==> src/hdl/isf_pkg.sv <==
// package: register map, field positions and codes of the status-flag block
package isf_pkg;
  // register byte addresses
  localparam logic [7:0] ISF_ADDR_STATUS = 8'h00;
  localparam logic [7:0] ISF_ADDR_MODE   = 8'h04;
  localparam logic [7:0] ISF_ADDR_ISRC   = 8'h08;
  localparam logic [7:0] ISF_ADDR_RXDATA = 8'h0c;
  localparam logic [7:0] ISF_ADDR_IRQ_EN = 8'h10;
  localparam logic [7:0] ISF_ADDR_CMD    = 8'h14;
  // status bit positions
  localparam int ISF_ST_AL   = 0;
  localparam int ISF_ST_NACK = 1;
  localparam int ISF_ST_REGS_ACCESS_READY_FLAG = 2;
  localparam int ISF_ST_RECEIVE_READY_FLAG = 3;
  localparam int ISF_ST_BB   = 12;
  localparam int ISF_NFLAGS  = 4;
  // mode control bit positions
  localparam int ISF_MD_RM   = 0;
  localparam int ISF_MD_STP  = 1;
  localparam int ISF_MD_MST  = 2;
  localparam int ISF_MD_RUN  = 3;
  localparam int ISF_MD_W    = 4;
  // command register bit: start a transfer
  localparam int ISF_CMD_START = 0;
  // interrupt source codes
  localparam logic [2:0] ISF_CODE_NONE = 3'h0;
  localparam logic [2:0] ISF_CODE_AL   = 3'h1;
  localparam logic [2:0] ISF_CODE_NACK = 3'h2;
  localparam logic [2:0] ISF_CODE_REGS_ACCESS_READY_FLAG = 3'h3;
  localparam logic [2:0] ISF_CODE_RECEIVE_READY_FLAG = 3'h4;
  // axi responses
  localparam logic [1:0] ISF_RESP_OKAY   = 2'h0;
  localparam logic [1:0] ISF_RESP_SLVERR = 2'h2;
  localparam int ISF_DW = 32;
  localparam int ISF_AW = 8;
endpackage

==> src/hdl/isf_bus_mon.sv <==
// bus monitor: start/stop detection and bus-busy state on sampled scl/sda
`timescale 1ns/1ns
module isf_bus_mon (
  input  wire logic clk_i,
  input  wire logic rst_n_i,
  input  wire logic run_i,
  input  wire logic scl_i,
  input  wire logic sda_i,
  output logic      scl_rise_o,
  output logic      start_o,
  output logic      stop_o,
  output logic      bus_busy_o
);
  logic scl_q;
  logic sda_q;
  logic busy_q;
  // bus-busy lives outside module reset so it holds while stopped
  logic seen_start;
  logic seen_stop;
  assign seen_start = run_i && scl_i && scl_q && sda_q && !sda_i;
  assign seen_stop  = run_i && scl_i && scl_q && !sda_q && sda_i;
  always_ff @(posedge clk_i) begin
    if (!rst_n_i) begin
      scl_q  <= 1'b1;
      sda_q  <= 1'b1;
      busy_q <= 1'b0;
    end else begin
      scl_q <= scl_i;
      sda_q <= sda_i;
      if (seen_start) begin
        busy_q <= 1'b1;
      end else if (seen_stop) begin
        busy_q <= 1'b0;
      end
    end
  end
  assign scl_rise_o = scl_i && !scl_q;
  assign start_o    = seen_start;
  assign stop_o     = seen_stop;
  assign bus_busy_o = busy_q;
endmodule // isf_bus_mon

==> src/hdl/isf_flags.sv <==
// status-flag logic of an i2c controller with an axi4-lite register slave
//
// Behaviour
// - receive-ready sets when a byte moves from the rx shift register into the rx data buffer.
// - in master mode only, regs-access-ready sets when the loaded settings are all used.
// - regs-access-ready clears when the settings start to be used, on write-1, or reset.
// - non-repeat with stop request low sets regs-access-ready at count 0, else a stop is issued.
// - while transmitting, a not-acknowledge sampled from the receiver sets the nack flag.
// - nack clears on an ack, write-1, a processor read of source code nack, or reset.
// - during a general call transfer the nack flag reads 1 regardless of acks.
// - as master-transmitter, losing arbitration sets the arbitration-lost flag.
// - a transfer start attempted while bus busy reads 1 also sets arbitration-lost.
// - arbitration-lost clears on write-1, a processor read of source code al, or reset.
// - when arbitration-lost becomes 1 the master and stop-request bits clear.
// - while the module is stopped, start/stop is not seen and bus-busy keeps its value.
// - a processor read of source codes 001 or 010 clears the matching status flag.
//
// Decided for this implementation: the AXI4-Lite interface to the registers and the register offsets.
`timescale 1ns/1ns
module isf_flags
  import isf_pkg::*;
#(
  parameter int CNT_W = 8
) (
  input  wire logic                  clk_i,
  input  wire logic                  rst_n_i,
  // axi4-lite slave
  input  wire logic [isf_pkg::ISF_AW-1:0] s_awaddr_i,
  input  wire logic                  s_awvalid_i,
  output logic                       s_awready_o,
  input  wire logic [isf_pkg::ISF_DW-1:0] s_wdata_i,
  input  wire logic [3:0]            s_wstrb_i,
  input  wire logic                  s_wvalid_i,
  output logic                       s_wready_o,
  output logic [1:0]                 s_bresp_o,
  output logic                       s_bvalid_o,
  input  wire logic                  s_bready_i,
  input  wire logic [isf_pkg::ISF_AW-1:0] s_araddr_i,
  input  wire logic                  s_arvalid_i,
  output logic                       s_arready_o,
  output logic [isf_pkg::ISF_DW-1:0] s_rdata_o,
  output logic [1:0]                 s_rresp_o,
  output logic                       s_rvalid_o,
  input  wire logic                  s_rready_i,
  input  wire logic                  s_debug_i,
  // i2c pins (sampled, asynchronous)
  input  wire logic                  scl_i,
  input  wire logic                  sda_i,
  // events from the rest of the controller (same clock)
  input  wire logic                  rx_byte_moved_i,
  input  wire logic [7:0]            rx_byte_i,
  input  wire logic                  settings_used_i,
  input  wire logic                  settings_done_i,
  input  wire logic                  cnt_dec_i,
  input  wire logic [CNT_W-1:0]      cnt_load_i,
  input  wire logic                  cnt_load_en_i,
  input  wire logic                  transmitting_i,
  input  wire logic                  ack_sample_i,
  input  wire logic                  general_call_i,
  input  wire logic                  arb_lost_i,
  // outputs
  output logic                       stop_gen_o,
  output logic                       master_o,
  output logic                       stop_req_o,
  output logic [2:0]                 int_code_o,
  output logic                       irq_o
);
  logic [ISF_NFLAGS-1:0] flag_q, flag_d;
  logic [ISF_NFLAGS-1:0] irq_en_q;
  logic [ISF_MD_W-1:0]   mode_q, mode_d;
  logic [CNT_W-1:0]      cnt_q;
  logic [7:0]            rxbuf_q;
  logic                  scl_s, sda_s;
  logic                  scl_rise, bus_start, bus_stop, bus_busy;

  isf_sync #(.W(2)) u_sync (
    .clk_i   (clk_i),
    .rst_n_i (rst_n_i),
    .d_i     ({scl_i, sda_i}),
    .q_o     ({scl_s, sda_s})
  );

  isf_bus_mon u_mon (
    .clk_i      (clk_i),
    .rst_n_i    (rst_n_i),
    .run_i      (mode_q[ISF_MD_RUN]),
    .scl_i      (scl_s),
    .sda_i      (sda_s),
    .scl_rise_o (scl_rise),
    .start_o    (bus_start),
    .stop_o     (bus_stop),
    .bus_busy_o (bus_busy)
  );

  // module reset: run bit low holds the flags and counter cleared
  logic run;
  assign run = mode_q[ISF_MD_RUN];

  // ---- axi4-lite write path: address and data taken in either order
  logic                  aw_have_q, w_have_q, bvalid_q;
  logic [ISF_AW-1:0]     awaddr_q;
  logic [ISF_DW-1:0]     wdata_q;
  logic [3:0]            wstrb_q;
  logic                  bresp_err_q;
  logic                  wr_fire;
  assign s_awready_o = !aw_have_q && !bvalid_q;
  assign s_wready_o  = !w_have_q && !bvalid_q;
  assign wr_fire     = aw_have_q && w_have_q && !bvalid_q;
  always_ff @(posedge clk_i) begin
    if (!rst_n_i) begin
      aw_have_q <= 1'b0;
      w_have_q  <= 1'b0;
      bvalid_q  <= 1'b0;
      awaddr_q  <= '0;
      wdata_q   <= '0;
      wstrb_q   <= '0;
    end else begin
      if (s_awvalid_i && s_awready_o) begin
        aw_have_q <= 1'b1;
        awaddr_q  <= s_awaddr_i;
      end
      if (s_wvalid_i && s_wready_o) begin
        w_have_q <= 1'b1;
        wdata_q  <= s_wdata_i;
        wstrb_q  <= s_wstrb_i;
      end
      if (wr_fire) begin
        aw_have_q <= 1'b0;
        w_have_q  <= 1'b0;
        bvalid_q  <= 1'b1;
      end else if (bvalid_q && s_bready_i) begin
        bvalid_q <= 1'b0;
      end
    end
  end
  logic wa_status, wa_mode, wa_en, wa_cmd, wa_ok, wlane0;
  assign wlane0    = wstrb_q[0];
  assign wa_status = wr_fire && wlane0 && (awaddr_q == ISF_ADDR_STATUS);
  assign wa_mode   = wr_fire && wlane0 && (awaddr_q == ISF_ADDR_MODE);
  assign wa_en     = wr_fire && wlane0 && (awaddr_q == ISF_ADDR_IRQ_EN);
  assign wa_cmd    = wr_fire && wlane0 && (awaddr_q == ISF_ADDR_CMD);
  assign wa_ok     = (awaddr_q == ISF_ADDR_STATUS) || (awaddr_q == ISF_ADDR_MODE) ||
                     (awaddr_q == ISF_ADDR_IRQ_EN) || (awaddr_q == ISF_ADDR_CMD) ||
                     (awaddr_q == ISF_ADDR_ISRC) || (awaddr_q == ISF_ADDR_RXDATA);
  always_ff @(posedge clk_i) begin
    if (!rst_n_i) begin
      bresp_err_q <= 1'b0;
    end else if (wr_fire) begin
      bresp_err_q <= !wa_ok;
    end
  end
  assign s_bvalid_o = bvalid_q;
  assign s_bresp_o  = bresp_err_q ? ISF_RESP_SLVERR : ISF_RESP_OKAY;

  // ---- interrupt source: highest-priority pending enabled flag
  logic [ISF_NFLAGS-1:0] pend;
  logic [2:0]            code;
  assign pend = flag_q & irq_en_q;
  assign code = pend[ISF_ST_AL]   ? ISF_CODE_AL :
                pend[ISF_ST_NACK] ? ISF_CODE_NACK :
                pend[ISF_ST_REGS_ACCESS_READY_FLAG] ? ISF_CODE_REGS_ACCESS_READY_FLAG :
                pend[ISF_ST_RECEIVE_READY_FLAG] ? ISF_CODE_RECEIVE_READY_FLAG : ISF_CODE_NONE;

  // narrow fields sit in the low bits of the 32-bit word, the rest reads 0
  localparam int STATUS_W = 16;
  localparam int CODE_W   = 3;
  localparam int BYTE_W   = 8;

  // ---- axi4-lite read path, one cycle to rvalid
  logic                  rvalid_q;
  logic [ISF_DW-1:0]     rdata_q;
  logic [1:0]            rresp_q;
  logic                  rd_fire;
  logic                  rd_isrc_cpu, rd_rx_cpu;
  logic [ISF_DW-1:0]     rd_word;
  logic                  rd_ok;
  logic [STATUS_W-1:0]   status_word;
  // general call forces the reported nack to 1 without storing it
  logic                  nack_view;
  assign nack_view   = flag_q[ISF_ST_NACK] || general_call_i;
  assign status_word = {3'h0, bus_busy, 8'h0, flag_q[ISF_ST_RECEIVE_READY_FLAG],
                        flag_q[ISF_ST_REGS_ACCESS_READY_FLAG], nack_view, flag_q[ISF_ST_AL]};
  assign s_arready_o = !rvalid_q;
  assign rd_fire     = s_arvalid_i && s_arready_o;
  assign rd_ok       = (s_araddr_i == ISF_ADDR_STATUS) || (s_araddr_i == ISF_ADDR_MODE) ||
                       (s_araddr_i == ISF_ADDR_ISRC) || (s_araddr_i == ISF_ADDR_RXDATA) ||
                       (s_araddr_i == ISF_ADDR_IRQ_EN) || (s_araddr_i == ISF_ADDR_CMD);
  // debugger reads leave every flag alone
  assign rd_isrc_cpu = rd_fire && !s_debug_i && (s_araddr_i == ISF_ADDR_ISRC);
  assign rd_rx_cpu   = rd_fire && !s_debug_i && (s_araddr_i == ISF_ADDR_RXDATA);
  always_comb begin
    rd_word = '0;
    if (s_araddr_i == ISF_ADDR_STATUS) begin
      rd_word[STATUS_W-1:0] = status_word;
    end else if (s_araddr_i == ISF_ADDR_MODE) begin
      rd_word[ISF_MD_W-1:0] = mode_q;
    end else if (s_araddr_i == ISF_ADDR_ISRC) begin
      rd_word[CODE_W-1:0] = code;
    end else if (s_araddr_i == ISF_ADDR_RXDATA) begin
      rd_word[BYTE_W-1:0] = rxbuf_q;
    end else if (s_araddr_i == ISF_ADDR_IRQ_EN) begin
      rd_word[ISF_NFLAGS-1:0] = irq_en_q;
    end
  end
  always_ff @(posedge clk_i) begin
    if (!rst_n_i) begin
      rvalid_q <= 1'b0;
      rdata_q  <= '0;
      rresp_q  <= ISF_RESP_OKAY;
    end else if (rd_fire) begin
      rvalid_q <= 1'b1;
      rdata_q  <= rd_word;
      rresp_q  <= rd_ok ? ISF_RESP_OKAY : ISF_RESP_SLVERR;
    end else if (rvalid_q && s_rready_i) begin
      rvalid_q <= 1'b0;
    end
  end
  assign s_rvalid_o = rvalid_q;
  assign s_rdata_o  = rdata_q;
  assign s_rresp_o  = rresp_q;

  // ---- data counter and start attempt
  logic cnt_zero_hit, start_try, start_busy;
  assign cnt_zero_hit = cnt_dec_i && (cnt_q == CNT_W'(1));
  assign start_try    = wa_cmd && wdata_q[ISF_CMD_START];
  assign start_busy   = start_try && bus_busy;
  always_ff @(posedge clk_i) begin
    if (!rst_n_i || !run) begin
      cnt_q <= '0;
    end else if (cnt_load_en_i) begin
      cnt_q <= cnt_load_i;
    end else if (cnt_dec_i && cnt_q != '0) begin
      cnt_q <= cnt_q - CNT_W'(1);
    end
  end
  // stop at zero when requested, instead of ready
  assign stop_gen_o = cnt_zero_hit && !mode_q[ISF_MD_RM] && mode_q[ISF_MD_STP];

  // ---- flag set and clear terms
  logic [ISF_NFLAGS-1:0] set_v, clr_v;
  logic                  ack_seen, nack_seen, master_tx;
  assign ack_seen  = transmitting_i && scl_rise && !sda_s;
  assign nack_seen = transmitting_i && scl_rise && sda_s;
  assign master_tx = mode_q[ISF_MD_MST] && transmitting_i;
  assign set_v[ISF_ST_RECEIVE_READY_FLAG] = rx_byte_moved_i;
  assign set_v[ISF_ST_REGS_ACCESS_READY_FLAG] = mode_q[ISF_MD_MST] && (settings_done_i ||
                              (cnt_zero_hit && !mode_q[ISF_MD_RM] && !mode_q[ISF_MD_STP]));
  assign set_v[ISF_ST_NACK] = nack_seen && ack_sample_i;
  assign set_v[ISF_ST_AL]   = (master_tx && arb_lost_i) || start_busy;
  assign clr_v[ISF_ST_RECEIVE_READY_FLAG] = (wa_status && wdata_q[ISF_ST_RECEIVE_READY_FLAG]) || rd_rx_cpu;
  assign clr_v[ISF_ST_REGS_ACCESS_READY_FLAG] = settings_used_i || (wa_status && wdata_q[ISF_ST_REGS_ACCESS_READY_FLAG]);
  assign clr_v[ISF_ST_NACK] = (ack_seen && ack_sample_i) ||
                              (wa_status && wdata_q[ISF_ST_NACK]) ||
                              (rd_isrc_cpu && code == ISF_CODE_NACK);
  assign clr_v[ISF_ST_AL]   = (wa_status && wdata_q[ISF_ST_AL]) ||
                              (rd_isrc_cpu && code == ISF_CODE_AL);
  // set beats clear so a same-cycle event is kept
  assign flag_d = set_v | (flag_q & ~clr_v);

  // losing arbitration drops master and stop request; every loss does so,
  // so a master bit rewritten while the flag still stands is kept until the next loss
  logic al_event;
  assign al_event = set_v[ISF_ST_AL];
  always_comb begin
    mode_d = mode_q;
    if (wa_mode) begin
      mode_d = wdata_q[ISF_MD_W-1:0];
    end
    if (al_event) begin
      mode_d[ISF_MD_MST] = 1'b0;
      mode_d[ISF_MD_STP] = 1'b0;
    end
  end

  always_ff @(posedge clk_i) begin
    if (!rst_n_i) begin
      mode_q   <= '0;
      irq_en_q <= '0;
    end else begin
      mode_q <= mode_d;
      if (wa_en) begin
        irq_en_q <= wdata_q[ISF_NFLAGS-1:0];
      end
    end
  end
  always_ff @(posedge clk_i) begin
    if (!rst_n_i || !run) begin
      flag_q  <= '0;
      rxbuf_q <= '0;
    end else begin
      flag_q <= flag_d;
      if (rx_byte_moved_i) begin
        rxbuf_q <= rx_byte_i;
      end
    end
  end

  assign master_o   = mode_q[ISF_MD_MST];
  assign stop_req_o = mode_q[ISF_MD_STP];
  assign int_code_o = code;
  assign irq_o      = |pend;
endmodule // isf_flags

==> src/hdl/isf_sync.sv <==
// two-flop synchroniser for asynchronous inputs
`timescale 1ns/1ns
module isf_sync #(
  parameter int W = 1
) (
  input  wire logic         clk_i,
  input  wire logic         rst_n_i,
  input  wire logic [W-1:0] d_i,
  output logic      [W-1:0] q_o
);
  logic [W-1:0] meta_q;
  logic [W-1:0] sync_q;
  always_ff @(posedge clk_i) begin
    if (!rst_n_i) begin
      meta_q <= '1;
      sync_q <= '1;
    end else begin
      meta_q <= d_i;
      sync_q <= meta_q;
    end
  end
  assign q_o = sync_q;
endmodule // isf_sync

==> config.mk <==
export PLATFORM = sky130hd
export DESIGN_NAME = isf_flags
export DESIGN_NICKNAME = d
export VERILOG_FILES = /design/src/hdl/isf_pkg.sv /design/src/hdl/isf_bus_mon.sv /design/src/hdl/isf_flags.sv /design/src/hdl/isf_sync.sv
export SDC_FILE = /design/constraint.sdc
export NUM_CORES = 1
export LEC_CHECK = 0
export BUFFER_PORTS_ARGS = -buffer_cell sky130_fd_sc_hd__buf_2
export CELL_PAD_IN_SITES_DETAIL_PLACEMENT = 1
export CELL_PAD_IN_SITES_GLOBAL_PLACEMENT = 1
export CORE_UTILIZATION = 34
export DETAILED_ROUTE_END_ITERATION = 6
export PLACE_DENSITY_LB_ADDON = 0.1
export SLEW_MARGIN = 40
export SYNTH_ARGS = -nofsm -noshare
export SYNTH_HDL_FRONTEND = slang
export SYNTH_HIERARCHICAL = 1
export SYNTH_SLANG_ARGS = --single-unit
==> constraint.sdc <==
create_clock -name clk_i -period 2.2 [get_ports clk_i]
set_input_delay 0.11 -clock clk_i [delete_from_list [all_inputs] [get_ports clk_i]]
set_output_delay 0.11 -clock clk_i [all_outputs]
set_load 0.02 [all_outputs]
==> impl_results.md <==
- GR Overflow Total: 0
- Worst setup EP type: register
- Syn Area/Cell: 8.62 um^2
- Pwr Density: 685 nW/um^2
- Status: finished clean
- Die area: 9490 um^2
- Sink Count: 63
- Crit path capture: cnt_q[1]$_SDFFE_PP0P_
- Worst-Margin Slew: 0.571 ns
- Vias in the first global route: 2914
- Crit Reg-Reg Startpoint: cnt_q[0]$_SDFFE_PP0P_
- Hpwl dp: 6.42 mm
- CP max FO: 5
- CTS clk-pin slew, worst paths: 0.07 ns
- Drt wl/cell: 15.4 um
- Synth Cell Area: 3100 um^2
- Fin nets: 547
- Seq pwr share: 45.1%
- Unrepaired setup endpoints after global routing: false
- Antenna Nets Post-Route: 0
- Critical path data required time: 2.43 ns
- Switching Fraction: 26.4%
- Highest clock rate: 0.504 GHz
- Setup TNS: 0 ns
- Core footprint: 8760 um^2
- FF/Latch Area: 1260 um^2
- Final Setup Violations: 0
- Area Growth Syn to Fin: 26.5%
- Crit-path cells: inv_1 -> ha_1 -> nor3b_1 -> a21boi_0 -> nor4b_1 -> a311o_1
- Flop2flop setup slack: 0.22 ns
- H-Tree Depth: 3
- Power, Total: 2680 uW
- # IOs: 135
- Worst min path class: input pin to register
- Final Critical Period: 1.98 ns
- Row cnt: 34
- TritonCTS clock tree: done
- Launch point of the worst path: cnt_q[0]$_SDFFE_PP0P_
- Number of fill cells: 1100
- Utilization after layout: 44.7%
- GRT Overall Usage: 18.9%
- Routed WL: 8.76 mm
- Pint: 1970 uW
- RD Place Congestion: 0.838
- Reg2Reg Depth: 6
- Root Buffer Master: clkbuf_8
- Syn Inst Count: 359
- CP Depth: 6
- Kind of critical path: register to register
- Layout cells sized above 1: 24.2%
- VDD IR max: 0.332 mV
- Clock latency on the worst-skew pair: 0.35 ns
- Longest Clk Path Bufs: 2
- Via Count: 2908
- Layout Skew: 0.00931 ns
- Max stage delay on crit path: 0.46 ns
- First-pass GRT wire length: 14.3 mm
- Final Cycle Share: 90.2%
- Via density per instance: 5.10
- Initial drt markers: 109
- Final count of hold timing violations: 0
- Die height: 97.4 um
- Worst Setup Start Kind: register
- Clock power share: 43.4%
- Synth warn: 6
- Chip width: 97.4 um
- Inserted Clock Buffers: 9
- CP delay by family, top: simple AND/OR/NAND/NOR gates
- Crit-path slowest cell: nor3b_1
- Area of the multi-input gates: 1620 um^2
- Hold Slack: 0.0149 ns
- Logic pwr share: 11.5%
- Max_slew headroom: 61.7%
- Pins Over Slew Limit: 0
- DR pass1 iterations: 4
- Antenna violations before repair: 0
- RR Endpoint: cnt_q[1]$_SDFFE_PP0P_
- Maxcap violations: 0
- P_sw: 706 uW
- DRC errors left: 0
- Crit path buffers/inverters: 1
- IO Port Bufs: 78
- N_diodes: 0
- Critical Path AT: 2.22 ns
- Initial core utilization: 35.3%
- Leak pwr: 0.00163 uW
- Largest net degree at the start of global routing: 19
[power groups by stage]
stage / logic [uW] / registers, uW / clock network (uW)
2_1_floorplan: 208 / 1230 / 0
3_3_place_gp: 281 / 1230 / 0
3_5_place_dp: 288 / 1230 / 0
4_1_cts: 311 / 1210 / 1200
5_1_grt: 341 / 1210 / 1230
6_report: 309 / 1210 / 1160
[worst min path at each step]
stage	start	end	slack (ns)	cells after the start
2_1_floorplan	rst_n_i	u_sync/meta_q[0]$_SDFF_PN1_	0.18	1
3_3_place_gp	scl_i	u_sync/meta_q[1]$_SDFF_PN1_	0.29	2
3_5_place_dp	sda_i	u_sync/meta_q[0]$_SDFF_PN1_	0.30	2
4_1_cts	s_wdata_i[1]	wdata_q[1]$_SDFFE_PN0P_	0.0003	3
5_1_grt	s_wdata_i[3]	wdata_q[3]$_SDFFE_PN0P_	0.03	3
6_report	s_wdata_i[3]	wdata_q[3]$_SDFFE_PN0P_	0.01	3
[sequential cells by signal (all words and copies together) (netlist names)]
signal,count
aw_have_q,1
awaddr_q,8
s_rvalid_o,1
w_have_q,1
u_sync/meta_q,2
u_mon/sda_q,1
rxbuf_q,8
s_rdata_o,9
u_mon/bus_busy_o,1
u_mon/scl_q,1
u_sync/q_o,2
bresp_err_q,1
cnt_q,8
irq_en_q,4
flag_q,4
wstrb_q,1
s_rresp_o,1
wdata_q,4
mode_q,4
s_bvalid_o,1
[placed cells by master, fill, tap and decap left out, types with 16 or more instances in the layout]
cell type	instances
buf_2	78
a21oi_1	26
dfxtp_1	63
conb_1	25
nand3_1	16
nand2_1	32
o21ai_0	16
nor2_1	29
mux2i_1	19
dlygate4sd3_1	16
[per-stage QoR]
| stage | worst slack (ns) | area (um^2) | std cells |
|---|---|---|---|
| floorplan | 0.435 | 3190 | 383 |
| global route | 0.0358 | 3920 | 570 |
| global placement | 0.259 | 3530 | 538 |
| finish | 0.216 | 3920 | 570 |
| CTS | 0.204 | 3920 | 570 |
| detailed placement | 0.241 | 3530 | 538 |
[per-layer routing]
layer  part of all wire, %  GRT usage [%]  up-vias
met4                   1.8           7.92        0
li1                      -              -     1437
met5                     0              0        -
met3                   4.2           3.17       14
met2                    46           30.9       78
met1                    48           24.6     1379
[cell type report]
type / instances / share of cell area, %
Sequential cell: 63 / 32.2
Clock buffer: 10 / 3.52
Timing Repair Buffer: 102 / 15.6
Tap cell: 108 / 3.45
Clock inverter: 6 / 2.33
Multi-Input combinational cell: 266 / 41.5
Inverter: 15 / 1.44
[repair_timing]
item | 4_1_cts | 5_1_grt
gates resized for setup | 0 | 0
hold buffers | 16 | 0
buffers inserted | 0 | 0
endpoints found under the hold margin | 16 | 0
[tightest hold or removal path, cell delays in order]
cell     delay, ns
buf_2         0.08
mux2i_1       0.06
nor2_1        0.07
Note: power is estimated with default switching activity, not from simulation.
